**src/mcodec_pkg.sv**
```systemverilog
// shared constants for the manchester / three-of-six line-code engine
`default_nettype none
package mcodec_pkg;
  // register addresses on the special-register bus
  localparam logic [7:0] MC_ADDR_LOW = 8'h00_c2;
  localparam logic [7:0] MC_ADDR_MID = 8'h00_c3;
  localparam logic [7:0] MC_ADDR_HIGH = 8'h00_c4;
  localparam logic [7:0] MC_ADDR_CTRL = 8'h00_c5;
  // reset values
  localparam logic [7:0] MC_DATA_RST = 8'h00_00;
  localparam logic [7:0] MC_CTRL_RST = 8'h00_00;
  // control register field positions
  localparam int MC_BIT_READY = 7;
  localparam int MC_BIT_ERROR = 6;
  localparam int MC_BIT_ENC = 5;
  localparam int MC_BIT_DEC = 4;
  localparam int MC_BIT_DMA = 2;
  localparam int MC_BIT_ENDIAN = 1;
  localparam int MC_BIT_MODE = 0;
  // value of a failed manchester decode
  localparam logic [7:0] MC_BAD_BYTE = 8'h00_ff;
  // dma group sizes in bytes: [encode/decode][mode]
  localparam logic [1:0] MC_N_MAN_ENC_IN = 2'd1;
  localparam logic [1:0] MC_N_MAN_DEC_IN = 2'd2;
  localparam logic [1:0] MC_N_TOS_ENC_IN = 2'd2;
  localparam logic [1:0] MC_N_TOS_DEC_IN = 2'd3;
  localparam logic [1:0] MC_N_MAN_ENC_OUT = 2'd2;
  localparam logic [1:0] MC_N_MAN_DEC_OUT = 2'd1;
  localparam logic [1:0] MC_N_TOS_ENC_OUT = 2'd3;
  localparam logic [1:0] MC_N_TOS_DEC_OUT = 2'd2;
  // dma request selector codes seen by the dma controller
  localparam logic [7:0] MC_DMA_SEL_IN = 8'h00_00;
  localparam logic [7:0] MC_DMA_SEL_OUT = 8'h00_01;

  // engine states, gray along idle->load->run->drain
  typedef enum logic [1:0] {
    MC_IDLE = 2'b00,
    MC_LOAD = 2'b01,
    MC_RUN = 2'b11,
    MC_DRAIN = 2'b10
  } mc_state_t;
endpackage : mcodec_pkg
`default_nettype wire

```
**src/mcodec_man.sv**
```systemverilog
// manchester nibble coder and byte checker
`timescale 1ns/10ps
`default_nettype none
module mcodec_man (
  input wire logic [7:0] enc_in_i,
  input wire logic [7:0] dec_hi_i,
  input wire logic [7:0] dec_lo_i,
  output logic [15:0] enc_out_o,
  output logic [7:0] dec_out_o,
  output logic dec_bad_o
);
  import mcodec_pkg::*;

  logic [1:0] pair_ok;
  logic [7:0] raw;

  // each bit: 0 -> 10, 1 -> 01, msb first
  genvar g;
  generate
    for (g = 0; g < 8; g++) begin : g_bit
      assign enc_out_o[2*g+1] = ~enc_in_i[g];
      assign enc_out_o[2*g] = enc_in_i[g];
    end
    for (g = 0; g < 4; g++) begin : g_chk
      assign raw[g+4] = dec_hi_i[2*g];
      assign raw[g] = dec_lo_i[2*g];
    end
  endgenerate

  // a byte is valid only if every bit pair differs
  assign pair_ok[1] = ((dec_hi_i ^ (dec_hi_i >> 1)) & 8'h00_55) == 8'h00_55;
  assign pair_ok[0] = ((dec_lo_i ^ (dec_lo_i >> 1)) & 8'h00_55) == 8'h00_55;
  assign dec_bad_o = ~&pair_ok;
  assign dec_out_o = dec_bad_o ? MC_BAD_BYTE : raw;
endmodule : mcodec_man
`default_nettype wire

```
**src/mcodec_top.sv**
```systemverilog
// register-mapped manchester / three-of-six line-code engine
// Functional notes
// - manchester encode: high nibble mid, low nibble low
// - bit zero sends 10, one sends 01
// - mode bit: 0 manchester, 1 three-of-six
// - manchester decode two bytes; bad gives error, ff
// - decode inverts encode; other bytes are invalid
// - three-of-six encode two bytes into three
// - fixed sixteen-symbol table, three ones each
// - three-of-six decode three bytes; bad symbol flags error
// - data right justified; manchester leaves high unused
// - inputs readable until start; result replaces them
// - start bits self-clear; ready set, never hardware-cleared
// - software clears flags, allowed in start write
// - interrupt request raised on decode error
// - dma decode errors do not halt, flag sticks
// - big-endian bit orders multi-byte dma data
// - dma mode moves data by peripheral requests
// - input request code 0, output request code 1
`timescale 1ns/10ps
`default_nettype none
module mcodec_top (
  input wire logic clock_i,
  input wire logic arst_n_i,
  // special-register bus
  input wire logic [7:0] sfr_addr_i,
  input wire logic [7:0] sfr_wdata_i,
  input wire logic sfr_wr_i,
  input wire logic sfr_rd_i,
  output logic [7:0] sfr_rdata_o,
  // dma peripheral requests and data path
  output logic dma_in_req_o,
  input wire logic dma_in_ack_i,
  input wire logic [7:0] dma_in_data_i,
  output logic dma_out_req_o,
  input wire logic dma_out_ack_i,
  output logic [7:0] dma_out_data_o,
  // decode error interrupt request
  output logic err_irq_o
);
  import mcodec_pkg::*;

  logic [7:0] low_q, mid_q, high_q;
  logic ready_q, error_q, enc_q, dec_q, dma_q, endian_q, mode_q;
  logic [7:0] rdata_q;
  logic dma_in_req_q, dma_out_req_q;
  logic [7:0] dma_out_data_q;
  mc_state_t state_q;
  logic dma_op_q; // latched encode(1)/decode(0) for register runs and dma streaming
  logic [1:0] cnt_q;
  logic [15:0] man_enc;
  logic [7:0] man_dec;
  logic man_bad;
  logic [23:0] tos_enc;
  logic [15:0] tos_dec;
  logic tos_bad;
  logic wr_ctrl, go_enc, go_dec, run_now, run_enc, op_bad;
  logic abort;
  logic [23:0] result;
  logic [1:0] n_in, n_out;
  logic in_take, out_take;
  logic [7:0] out_byte;

  // manchester path only ever sees the low two bytes
  mcodec_man u_man (
    .enc_in_i(low_q),
    .dec_hi_i(mid_q),
    .dec_lo_i(low_q),
    .enc_out_o(man_enc),
    .dec_out_o(man_dec),
    .dec_bad_o(man_bad)
  );

  mcodec_tos u_tos (
    .enc_in_i({mid_q, low_q}),
    .dec_in_i({high_q, mid_q, low_q}),
    .enc_out_o(tos_enc),
    .dec_out_o(tos_dec),
    .dec_bad_o(tos_bad)
  );

  // decode of the control write and the run strobe
  assign wr_ctrl = sfr_wr_i && (sfr_addr_i == MC_ADDR_CTRL);
  assign go_enc = wr_ctrl && sfr_wdata_i[MC_BIT_ENC];
  assign go_dec = wr_ctrl && sfr_wdata_i[MC_BIT_DEC];
  // control rewrite without the dma bit or a start bit abandons a running stream
  assign abort = wr_ctrl && !sfr_wdata_i[MC_BIT_DMA] && dma_q
    && state_q != MC_IDLE && !go_enc && !go_dec;
  // register runs start one cycle after the write, dma runs from run state
  assign run_now = (state_q == MC_RUN);
  assign run_enc = dma_op_q;

  // result selection by mode and direction, right justified
  // the high byte passes through untouched in manchester mode
  always_comb begin
    result = {high_q, mid_q, low_q};
    op_bad = 1'b0;
    if (mode_q) begin
      if (run_enc) begin
        result = tos_enc;
      end else begin
        result = {8'h00_00, tos_dec};
        op_bad = tos_bad;
      end
    end else begin
      if (run_enc) begin
        result = {high_q, man_enc};
      end else begin
        result = {high_q, 8'h00_00, man_dec};
        op_bad = man_bad;
      end
    end
  end

  // group sizes for the dma sequencer
  always_comb begin
    unique case ({dma_op_q, mode_q})
      2'b10: begin
        n_in = MC_N_MAN_ENC_IN;
        n_out = MC_N_MAN_ENC_OUT;
      end
      2'b11: begin
        n_in = MC_N_TOS_ENC_IN;
        n_out = MC_N_TOS_ENC_OUT;
      end
      2'b00: begin
        n_in = MC_N_MAN_DEC_IN;
        n_out = MC_N_MAN_DEC_OUT;
      end
      2'b01: begin
        n_in = MC_N_TOS_DEC_IN;
        n_out = MC_N_TOS_DEC_OUT;
      end
    endcase
  end

  assign in_take = dma_in_req_q && dma_in_ack_i && state_q == MC_LOAD;
  assign out_take = dma_out_req_q && dma_out_ack_i && state_q == MC_DRAIN;

  // byte offered to the dma: most significant first in big-endian
  always_comb begin
    logic [1:0] idx;
    idx = endian_q ? 2'(cnt_q - 2'd1) : 2'(n_out - cnt_q);
    unique case (idx)
      2'd2: out_byte = high_q;
      2'd1: out_byte = mid_q;
      default: out_byte = low_q;
    endcase
  end

  // sequencer: register runs take one cycle, dma loops over groups
  always_ff @(posedge clock_i or negedge arst_n_i) begin
    if (!arst_n_i) begin
      state_q <= MC_IDLE;
      dma_op_q <= 1'b0;
      cnt_q <= 2'd0;
    end else begin
      unique case (state_q)
        MC_IDLE: begin
          if (go_enc || go_dec) begin
            dma_op_q <= go_enc;
            cnt_q <= 2'd0;
            state_q <= sfr_wdata_i[MC_BIT_DMA] ? MC_LOAD : MC_RUN;
          end
        end
        MC_LOAD: begin
          if (in_take) begin
            cnt_q <= 2'(cnt_q + 2'd1);
            if (2'(cnt_q + 2'd1) == n_in) begin
              state_q <= MC_RUN;
            end
          end
        end
        MC_RUN: begin
          // coding is combinational, so one cycle covers every mode
          cnt_q <= n_out;
          state_q <= dma_q ? MC_DRAIN : MC_IDLE;
        end
        MC_DRAIN: begin
          if (out_take) begin
            cnt_q <= 2'(cnt_q - 2'd1);
            if (cnt_q == 2'd1) begin
              state_q <= MC_LOAD;
            end
          end
        end
      endcase
      // clearing the control register abandons a stream
      if (abort) begin
        state_q <= MC_IDLE;
      end
    end
  end

  // dma request lines, one byte per handshake
  always_ff @(posedge clock_i or negedge arst_n_i) begin
    if (!arst_n_i) begin
      dma_in_req_q <= 1'b0;
      dma_out_req_q <= 1'b0;
      dma_out_data_q <= MC_DATA_RST;
    end else begin
      // dropped on the abort edge so no byte is fetched for a dead stream
      dma_in_req_q <= (state_q == MC_LOAD) && !in_take
        && !abort;
      dma_out_req_q <= (state_q == MC_DRAIN) && !out_take
        && !abort;
      dma_out_data_q <= out_byte;
    end
  end

  // data registers: bus writes, dma fill, result overwrite
  // a bus write in the run cycle or in a cycle that takes a dma byte is lost; software must
  // wait for ready before loading the next group
  always_ff @(posedge clock_i or negedge arst_n_i) begin
    if (!arst_n_i) begin
      low_q <= MC_DATA_RST;
      mid_q <= MC_DATA_RST;
      high_q <= MC_DATA_RST;
    end else if (run_now) begin
      {high_q, mid_q, low_q} <= result;
    end else if (in_take) begin
      // shift in: first byte ends highest when big-endian
      if (endian_q) begin
        {high_q, mid_q, low_q} <= {mid_q, low_q, dma_in_data_i};
      end else begin
        unique case (cnt_q)
          2'd0: low_q <= dma_in_data_i;
          2'd1: mid_q <= dma_in_data_i;
          default: high_q <= dma_in_data_i;
        endcase
      end
    end else if (sfr_wr_i) begin
      if (sfr_addr_i == MC_ADDR_LOW) low_q <= sfr_wdata_i;
      if (sfr_addr_i == MC_ADDR_MID) mid_q <= sfr_wdata_i;
      if (sfr_addr_i == MC_ADDR_HIGH) high_q <= sfr_wdata_i;
    end
  end

  // control register bits; start bits pulse for one cycle only
  always_ff @(posedge clock_i or negedge arst_n_i) begin
    if (!arst_n_i) begin
      {enc_q, dec_q} <= 2'b00;
      {dma_q, endian_q, mode_q} <= 3'b000;
    end else begin
      enc_q <= go_enc && !sfr_wdata_i[MC_BIT_DEC];
      dec_q <= go_dec && !sfr_wdata_i[MC_BIT_ENC];
      if (wr_ctrl) begin
        dma_q <= sfr_wdata_i[MC_BIT_DMA];
        endian_q <= sfr_wdata_i[MC_BIT_ENDIAN];
        mode_q <= sfr_wdata_i[MC_BIT_MODE];
      end
    end
  end

  // ready and error: software clears, completion sets and wins
  // a clear meeting a completion loses, so no result goes unseen
  always_ff @(posedge clock_i or negedge arst_n_i) begin
    if (!arst_n_i) begin
      ready_q <= 1'b0;
      error_q <= 1'b0;
    end else begin
      if (run_now) begin
        ready_q <= 1'b1;
      end else if (wr_ctrl && !sfr_wdata_i[MC_BIT_READY]) begin
        ready_q <= 1'b0;
      end
      if (run_now && !run_enc && op_bad) begin
        error_q <= 1'b1;
      end else if (wr_ctrl && !sfr_wdata_i[MC_BIT_ERROR]) begin
        error_q <= 1'b0;
      end
    end
  end

  // read data and interrupt, both registered
  // idle and unmapped reads return zero so stray reads are harmless
  always_ff @(posedge clock_i or negedge arst_n_i) begin
    if (!arst_n_i) begin
      rdata_q <= MC_DATA_RST;
      err_irq_o <= 1'b0;
    end else begin
      err_irq_o <= error_q;
      rdata_q <= MC_DATA_RST;
      if (sfr_rd_i) begin
        unique case (sfr_addr_i)
          MC_ADDR_LOW: rdata_q <= low_q;
          MC_ADDR_MID: rdata_q <= mid_q;
          MC_ADDR_HIGH: rdata_q <= high_q;
          MC_ADDR_CTRL: rdata_q <= {ready_q, error_q, enc_q, dec_q, 1'b0,
                                    dma_q, endian_q, mode_q};
          default: rdata_q <= MC_DATA_RST;
        endcase
      end
    end
  end

  assign sfr_rdata_o = rdata_q;
  assign dma_in_req_o = dma_in_req_q;
  assign dma_out_req_o = dma_out_req_q;
  assign dma_out_data_o = dma_out_data_q;
endmodule : mcodec_top
`default_nettype wire

```
**src/mcodec_tos.sv**
```systemverilog
// three-out-of-six symbol coder for four nibbles and four symbols
`timescale 1ns/10ps
`default_nettype none
module mcodec_tos (
  input wire logic [15:0] enc_in_i,
  input wire logic [23:0] dec_in_i,
  output logic [23:0] enc_out_o,
  output logic [15:0] dec_out_o,
  output logic dec_bad_o
);
  import mcodec_pkg::*;

  localparam logic [95:0] SYM_TAB = {
    6'b101001, 6'b110010, 6'b110001, 6'b110100,
    6'b100011, 6'b100110, 6'b100101, 6'b101100,
    6'b010011, 6'b011010, 6'b011001, 6'b011100,
    6'b001011, 6'b001110, 6'b001101, 6'b010110};

  logic [3:0] bad;

  // reverse lookup by searching the table
  function automatic logic [4:0] sym_dec(input logic [5:0] s);
    logic [4:0] r;
    r = 5'h10;
    for (int k = 0; k < 16; k++) begin
      if (SYM_TAB[k*6 +: 6] == s) begin
        r = {1'b0, 4'(k)};
      end
    end
    return r;
  endfunction : sym_dec

  // top nibble lands in the top six bits
  genvar g;
  generate
    for (g = 0; g < 4; g++) begin : g_nib
      logic [4:0] d;
      assign enc_out_o[g*6 +: 6] = SYM_TAB[enc_in_i[g*4 +: 4]*6 +: 6];
      assign d = sym_dec(dec_in_i[g*6 +: 6]);
      assign dec_out_o[g*4 +: 4] = d[3:0];
      assign bad[g] = d[4];
    end
  endgenerate

  assign dec_bad_o = |bad;
endmodule : mcodec_tos
`default_nettype wire

```
**config.mk**
```make
export PLATFORM = sky130hd
export DESIGN_NAME = mcodec_top
export DESIGN_NICKNAME = d
export VERILOG_FILES = /design/src/mcodec_pkg.sv /design/src/mcodec_man.sv /design/src/mcodec_top.sv /design/src/mcodec_tos.sv
export SDC_FILE = /design/constraint.sdc
export NUM_CORES = 1
export LEC_CHECK = 0
export ABC_AREA = 1
export BUFFER_PORTS_ARGS = -buffer_cell sky130_fd_sc_hd__buf_2
export CORE_UTILIZATION = 57
export CTS_BUF_LIST = sky130_fd_sc_hd__clkbuf_8
export DETAILED_ROUTE_END_ITERATION = 12
export PLACE_DENSITY = 0.81
export RECOVER_POWER = 50
export SYNTH_ARGS = -nofsm -noshare
export SYNTH_HDL_FRONTEND = slang
export SYNTH_SLANG_ARGS = --single-unit
```
**constraint.sdc**
```tcl
create_clock -name clock_i -period 3.4 [get_ports clock_i]
set_clock_uncertainty 0.1 [all_clocks]
set_input_delay 0.34 -clock clock_i [delete_from_list [all_inputs] [get_ports clock_i]]
set_output_delay 0.34 -clock clock_i [all_outputs]
set_load 0.005 [all_outputs]
```
Yosys cells after proc, flatten, opt, wreduce, memory -nomap -nowiden
Index checks and enable logic that the tools add are counted.

Memory bits (writable): 0. Flip-flop bits (word level): 55. Bits in latches: 0. Input port bits: 30. Memories: 0. Bits in read-only memories: 0. Word-level logic and storage cells: 303.

Bitwise operators: 10. $mul: 4. $lt $le $gt $ge: 0. Divide/modulo/power cells: 0. Reduce and logical (&&, ||, !) cells: 57. $add $sub $neg: 3. Shift-type cells: 4. Equal/unequal tests: 94. Muxes and demuxes: 112.

Operators with widths (count): indexed part select 96 x 8 -> 6 bit, first input constant (4); 2-to-1 mux 5 bit (64); equality test 6 bit, first input constant (32); 2-to-1 mux 8 bit (20); equality test 5 x 6 -> 1 bit, first input constant (20); equality test 4 x 6 -> 1 bit, first input constant (12); 2-to-1 mux 24 bit (2); equality test 8 bit, second input constant (4); case mux 8 bit (4 select lines) (1); multiplier 4 x 2 -> 6 bit, second input constant (4); 2-to-1 mux 2 bit (12); logical AND 1 bit (22); 2-to-1 mux 16 bit (1); case mux 2 bit (4 select lines) (2); case mux 8 bit (2 select lines) (1); inequality test 3 bit, second input constant (5); XOR 7 bit (2); logical NOT 1 bit (12); case mux 2 bit (3 select lines) (2); nonzero test 3 bit (4); equality test 2 bit, second input constant (5); AND reduction 5 bit (2); AND reduction 3 bit (3); equality test 2 x 1 -> 1 bit, second input constant (4); 18 further kinds (44).

Depth between registers and ports, before layout
Depth in word-level cells: 22. Depth in mapped cells: 21. Gate-level depth less buffers: 21.

Hierarchy
Synthesis repeated with hierarchy kept, for this count alone.

Cell total of the unflattened synthesis: 902. Area total of the unflattened synthesis: 5472.7 µm².

Modules (own cells, without submodules): mcodec_top (times used 1, cells an instance 525, area an instance 3719.8 µm², seq. area each 1376.3 µm²); mcodec_tos (times used 1, cells an instance 306, area an instance 1431.4 µm², seq. area each 0.0 µm²); mcodec_man (times used 1, cells an instance 71, area an instance 321.6 µm², seq. area each 0.0 µm²).

Least setup slack after synthesis
OpenSTA, ideal clock, no wires.

Path kind: register to register. Start: reg dma_op_q. End: reg dma_out_data_q[7] (netlist: dma_out_data_o[7]). Setup time: 0.136 ns. Cell stages (with the launch flop): 15. Path buffers: 3. Arrival: 2.797 ns. Path slack: 0.367 ns. Clock period less this slack: 3.033 ns. Cell sequence: dfrtp_1 > inv_1 > clkbuf_1 > clkbuf_1 > ha_1 > ha_1 > xor2_1 > a21oi_1 > o21ai_0 > o21ai_0 > inv_1 > ha_1 > inv_1 > clkbuf_1 > o21ai_0.

Cells in the longest elaborated chain, start to end: 7. Elaborated cells on any way between the ends: 11. Those cells by class: add/sub: 1; eq/ne: 5; mux: 3; reduce/logical: 2.

Ends and longest elaborated chain: start, declared (RTL line mcodec_top.sv:49) `logic dma_op_q;`; start signal, assigned (RTL line mcodec_top.sv:161) `dma_op_q <= go_enc;`; equality test 2 x 1 -> 1 bit / equality test 2 bit (equally long branches) (RTL line mcodec_top.sv:117) `unique case ({dma_op_q, mode_q})`; OR reduction 2 bit (no source line); case mux 2 bit (3 select lines) (*) (RTL line mcodec_top.sv:117); subtractor 2 bit (*) (RTL line mcodec_top.sv:143) `idx = endian_q ? 2'(cnt_q - 2'd1) : 2'(n_out - cnt_q);`; 2-to-1 mux 2 bit (*) (RTL line mcodec_top.sv:143); equality test 2 x 1 -> 1 bit / equality test 2 bit (equally long branches) (RTL line mcodec_top.sv:144) `unique case (idx)`; case mux 8 bit (2 select lines) (*) (RTL line mcodec_top.sv:144); named net out_byte[7] (RTL line mcodec_top.sv:62) `logic [7:0] out_byte;`; end signal, assigned (RTL line mcodec_top.sv:207) `dma_out_data_q <= out_byte;`; end, declared (RTL line mcodec_top.sv:47) `logic [7:0] dma_out_data_q;`.

Mark *: on every way through the listed nets, which the timed path passes. The rest lies on a longest branch. A chain may end at the register's enable or synchronous reset.

Worst setup path in the final report
Start: reg mode_q. End: reg dma_out_data_q[2] (netlist: dma_out_data_o[2]).

Cells in the longest elaborated chain, start to end: 7. Elaborated cells on any way between the ends: 11. Those cells by class: add/sub: 1; eq/ne: 5; mux: 3; reduce/logical: 2.

Ends and longest elaborated chain: start, declared (RTL line mcodec_top.sv:44) `logic ready_q, error_q, enc_q, dec_q, dma_q, endian_q, mode_q;`; start signal, assigned (RTL line mcodec_top.sv:250) `mode_q <= sfr_wdata_i[MC_BIT_MODE];`; equality test 2 x 1 -> 1 bit / equality test 2 bit (equally long branches) (RTL line mcodec_top.sv:117); OR reduction 2 bit (no source line); case mux 2 bit (3 select lines) (*) (RTL line mcodec_top.sv:117); subtractor 2 bit (*) (RTL line mcodec_top.sv:143); 2-to-1 mux 2 bit (*) (RTL line mcodec_top.sv:143); equality test 2 x 1 -> 1 bit / equality test 2 bit (equally long branches) (RTL line mcodec_top.sv:144); case mux 8 bit (2 select lines) (*) (RTL line mcodec_top.sv:144); named net out_byte[2] (RTL line mcodec_top.sv:62).

Marks and branches as above.

==> results_dict.tcl <==
set metrics [dict create \
    outcome "finished with violations" \
    violations "capacitance limit, slew limit" \
    drt_first_pass_iters 5 \
    multi_input_area_um2 3468 \
    clock_power_share_pct 8.5 \
    crit_type "register to register" \
    wirelength_mm 17.57 \
    core_region_area_um2 9196 \
    fp-row-count 35 \
    grtUsageTotal_pct 36.68 \
    clockRootBuffer "clkbuf_8" \
    grt_pass1_vias 5534 \
    grt_pass1_wl_mm 28.07 \
    yosysSeqAreaShare_pct 25.66 \
    cts_resized 0 \
    placedCellCount 957 \
    setup.worst_path.start_class "register" \
    slew_headroom_pct -17.73 \
    die_h_um 99.01 \
    synth_flop_cell "dfrtp_1" \
    cts-buffers-inserted 5 \
    final_common_cell "nand2_1" \
    worstPathMaxFanout 14 \
    vias 6093 \
    overflow 0 \
    layout.area.seq_um2 1376 \
    min_period_ps 2777 \
    final_hold_viol_count 0 \
    p_leak_nw 2.895 \
    cts_setup_buffers 0 \
    ys_ff_latch 55 \
    final_cells 966 \
    netSwitchingFraction_pct 56.66 \
    die_w_um 99.01 \
    clockBufferDepth 2 \
    min-delay-path-class "primary input to register" \
    syn_nets 888 \
    synth_enable_flop_cells 0 \
    portBuffers 48 \
    cts_tree "built" \
    htree_num_levels 2 \
    drtIter0Drc 779 \
    fin_ws_ps 623.2 \
    pre_cts_slack_ps 681.8 \
    initial_core_util_pct 58.33 \
    hpwl_mm 13.54 \
    syn_area_per_cell_um2 6.630 \
    clk_latency_ps 330 \
    final_nets 933 \
    tns_ps 0 \
    grt_setup_unrepaired "false" \
    wire_per_inst_um 18.19 \
    ant_nets 0 \
    antenna_cells 0 \
    hold_buffers 1 \
    end_kind "register" \
    fin_crit_sh_pct 81.67 \
    boundaryPins 49 \
    clock-sinks 55 \
    async_flop_share_pct 100.0 \
    synth.distinct_cells 51 \
    p_switching_w 0.002650 \
    fmaxAchievable_mhz 360.1 \
    maxSlewViolCount 32 \
    p_int_w 0.002028 \
    gp_congestion 1.038 \
    grt_antenna_before_repair 0 \
    num-fill-cells 874 \
    irDropWorstVdd_v 0.0005913 \
    cellPowerDensity_nw_per_um2 808.0 \
    die-area_um2 9802 \
    drc 0 \
    drive_gt1_share_pct 9.591 \
    final_cell_mix "190 x nand2_1, 90 x inv_1, 90 x nor2_1, 74 x o21ai_0, 66 x nand3_1" \
    syn-cell-area_um2 5364 \
    critPathRequiredTime_ps 3480 \
    cp.arrival_ps 2860 \
    grt_start_max_net_pins 32 \
    detail_route.vias_per_cell 6.307 \
    pwr-share-comb_pct 65.6 \
    cap_violations 1 \
    syn_to_final_growth_pct 7.931 \
    p_total_w 0.004678 \
    setup_viol 0 \
    seqPwrFrac_pct 25.9 \
    synthCells 809 \
    tightest_slew_ps 1766 \
    clk_pin_slew_ps 110 \
    ys_warn_count 0 \
]
final timing paths:
| kind | start | endpoint | slack, ps | depth (start not counted) |
|---|---|---|---|---|
| max | mode_q | dma_out_data_o[2] | 620 | 11 |
| min | sfr_wdata_i[4] | enc_q | 110 | 2 |
| max reg2reg | mode_q | dma_out_data_o[2] | 620 | 11 |
| min reg2reg | error_q | err_irq_o | 420 | 0 |
| max in group asynchronous | arst_n_i | low_q[3] | 770 | 3 |
| min in group asynchronous | arst_n_i | sfr_rdata_o[2] | 910 | 2 |
metal layers:
metal | GRT usage (%) | share of wire (%) | up-vias
met4 | 14.01 | 3.4 | 0
li1 | - | - | 2827
met1 | 48.48 | 39 | 2840
met3 | 3.759 | 9.3 | 62
met5 | 0 | 0 | -
met2 | 61.97 | 48 | 364
sequential cells by signal, indices dropped and copies added, names as in the netlist:
signal / count
sfr_rdata_o: 8
dma_q: 1
cnt_q: 2
high_q: 8
low_q: 8
endian_q: 1
mode_q: 1
ready_q: 1
dma_out_data_o: 8
state_q: 2
dma_out_req_o: 1
error_q: 1
dma_op_q: 1
err_irq_o: 1
dma_in_req_o: 1
dec_q: 1
enc_q: 1
mid_q: 8
per-stage QoR:
stage	util (%)	cell area, um^2	hold WS [ps]
final	62.95	5789	107.5
after global routing	62.95	5789	103.7
after CTS	63.33	5824	107.1
after detailed placement	62.24	5724	329.8
after global placement	62.24	5724	320.5
after floorplan	-	5364	-55.59
critical path, cell delays in order (launching register included):
cell,delay [ps]
dfrtp_1,400
inv_1,240
ha_1,330
ha_1,200
xor2_1,150
a21oi_1,120
o21ai_0,80
o21ai_0,110
inv_1,80
ha_1,330
inv_1,290
o21ai_0,200
layout make-up:
| class | count | share of cell area (%) |
|---|---|---|
| multi-input cells | 633 | 59.91 |
| flip-flops and latches | 55 | 23.77 |
| inverters | 98 | 6.678 |
| repair buffers | 61 | 5.684 |
| well taps | 111 | 2.399 |
| clock buffers | 5 | 1.189 |
| clock inverters | 3 | 0.3674 |
Yosys cell counts, types with 2 or more instances:
| cell type | n | area share [%] |
|---|---|---|
| clkinv_1 | 3 | 0.21 |
| nor2_1 | 90 | 6.3 |
| o311ai_0 | 3 | 0.49 |
| dfrtp_1 | 55 | 26 |
| a32oi_1 | 2 | 0.33 |
| ha_1 | 49 | 11 |
| a221oi_1 | 7 | 1.1 |
| nand4_1 | 7 | 0.82 |
| inv_1 | 89 | 6.2 |
| o31ai_1 | 3 | 0.42 |
| buf_6 | 2 | 0.42 |
| nor3_1 | 13 | 1.2 |
| nand3_1 | 65 | 6.1 |
| a31oi_1 | 13 | 1.5 |
| a22oi_1 | 10 | 1.4 |
| o21ai_0 | 74 | 6.9 |
| nand2_1 | 189 | 13 |
| nor3_2 | 3 | 0.56 |
| o21ai_1 | 2 | 0.19 |
| clkbuf_1 | 17 | 1.2 |
| nand3_2 | 2 | 0.37 |
| o22ai_1 | 17 | 2.0 |
| nand2_2 | 3 | 0.35 |
| a21oi_1 | 43 | 4.0 |
| or2_2 | 2 | 0.23 |
| buf_2 | 3 | 0.28 |
| a311oi_1 | 2 | 0.33 |
| o2111ai_1 | 3 | 0.49 |
| o211ai_1 | 7 | 0.98 |
| inv_2 | 3 | 0.21 |
| nor4_1 | 2 | 0.23 |
| and3_1 | 2 | 0.23 |
| xnor2_1 | 2 | 0.33 |
| nor2_2 | 2 | 0.23 |
| nand3b_1 | 3 | 0.42 |
| a221oi_2 | 2 | 0.56 |
cells by family (layout without fill, tap and decap cells):
logic type / count (synthesis) / count (layout) / share of synthesized area (%)
buffers and inverters: 121 / 167 / 9.237
AND/OR/NAND/NOR: 387 / 387 / 31.44
AO/OA/AOI/OAI: 194 / 194 / 21.74
adder cells (fa/ha/maj): 49 / 49 / 11.43
XOR/XNOR: 3 / 3 / 0.4899
flip-flops: 55 / 55 / 25.66
power groups by stage:
stage,clock [W],combinational (W),sequential [W]
CTS,0.000394,0.00299,0.00120
global placement,0,0.00290,0.00119
global route,0.000417,0.00339,0.00124
detailed placement,0,0.00297,0.00121
finish,0.000396,0.00307,0.00121
floorplan,0,0.00214,0.00111
Power figures use the tool's default switching activity.
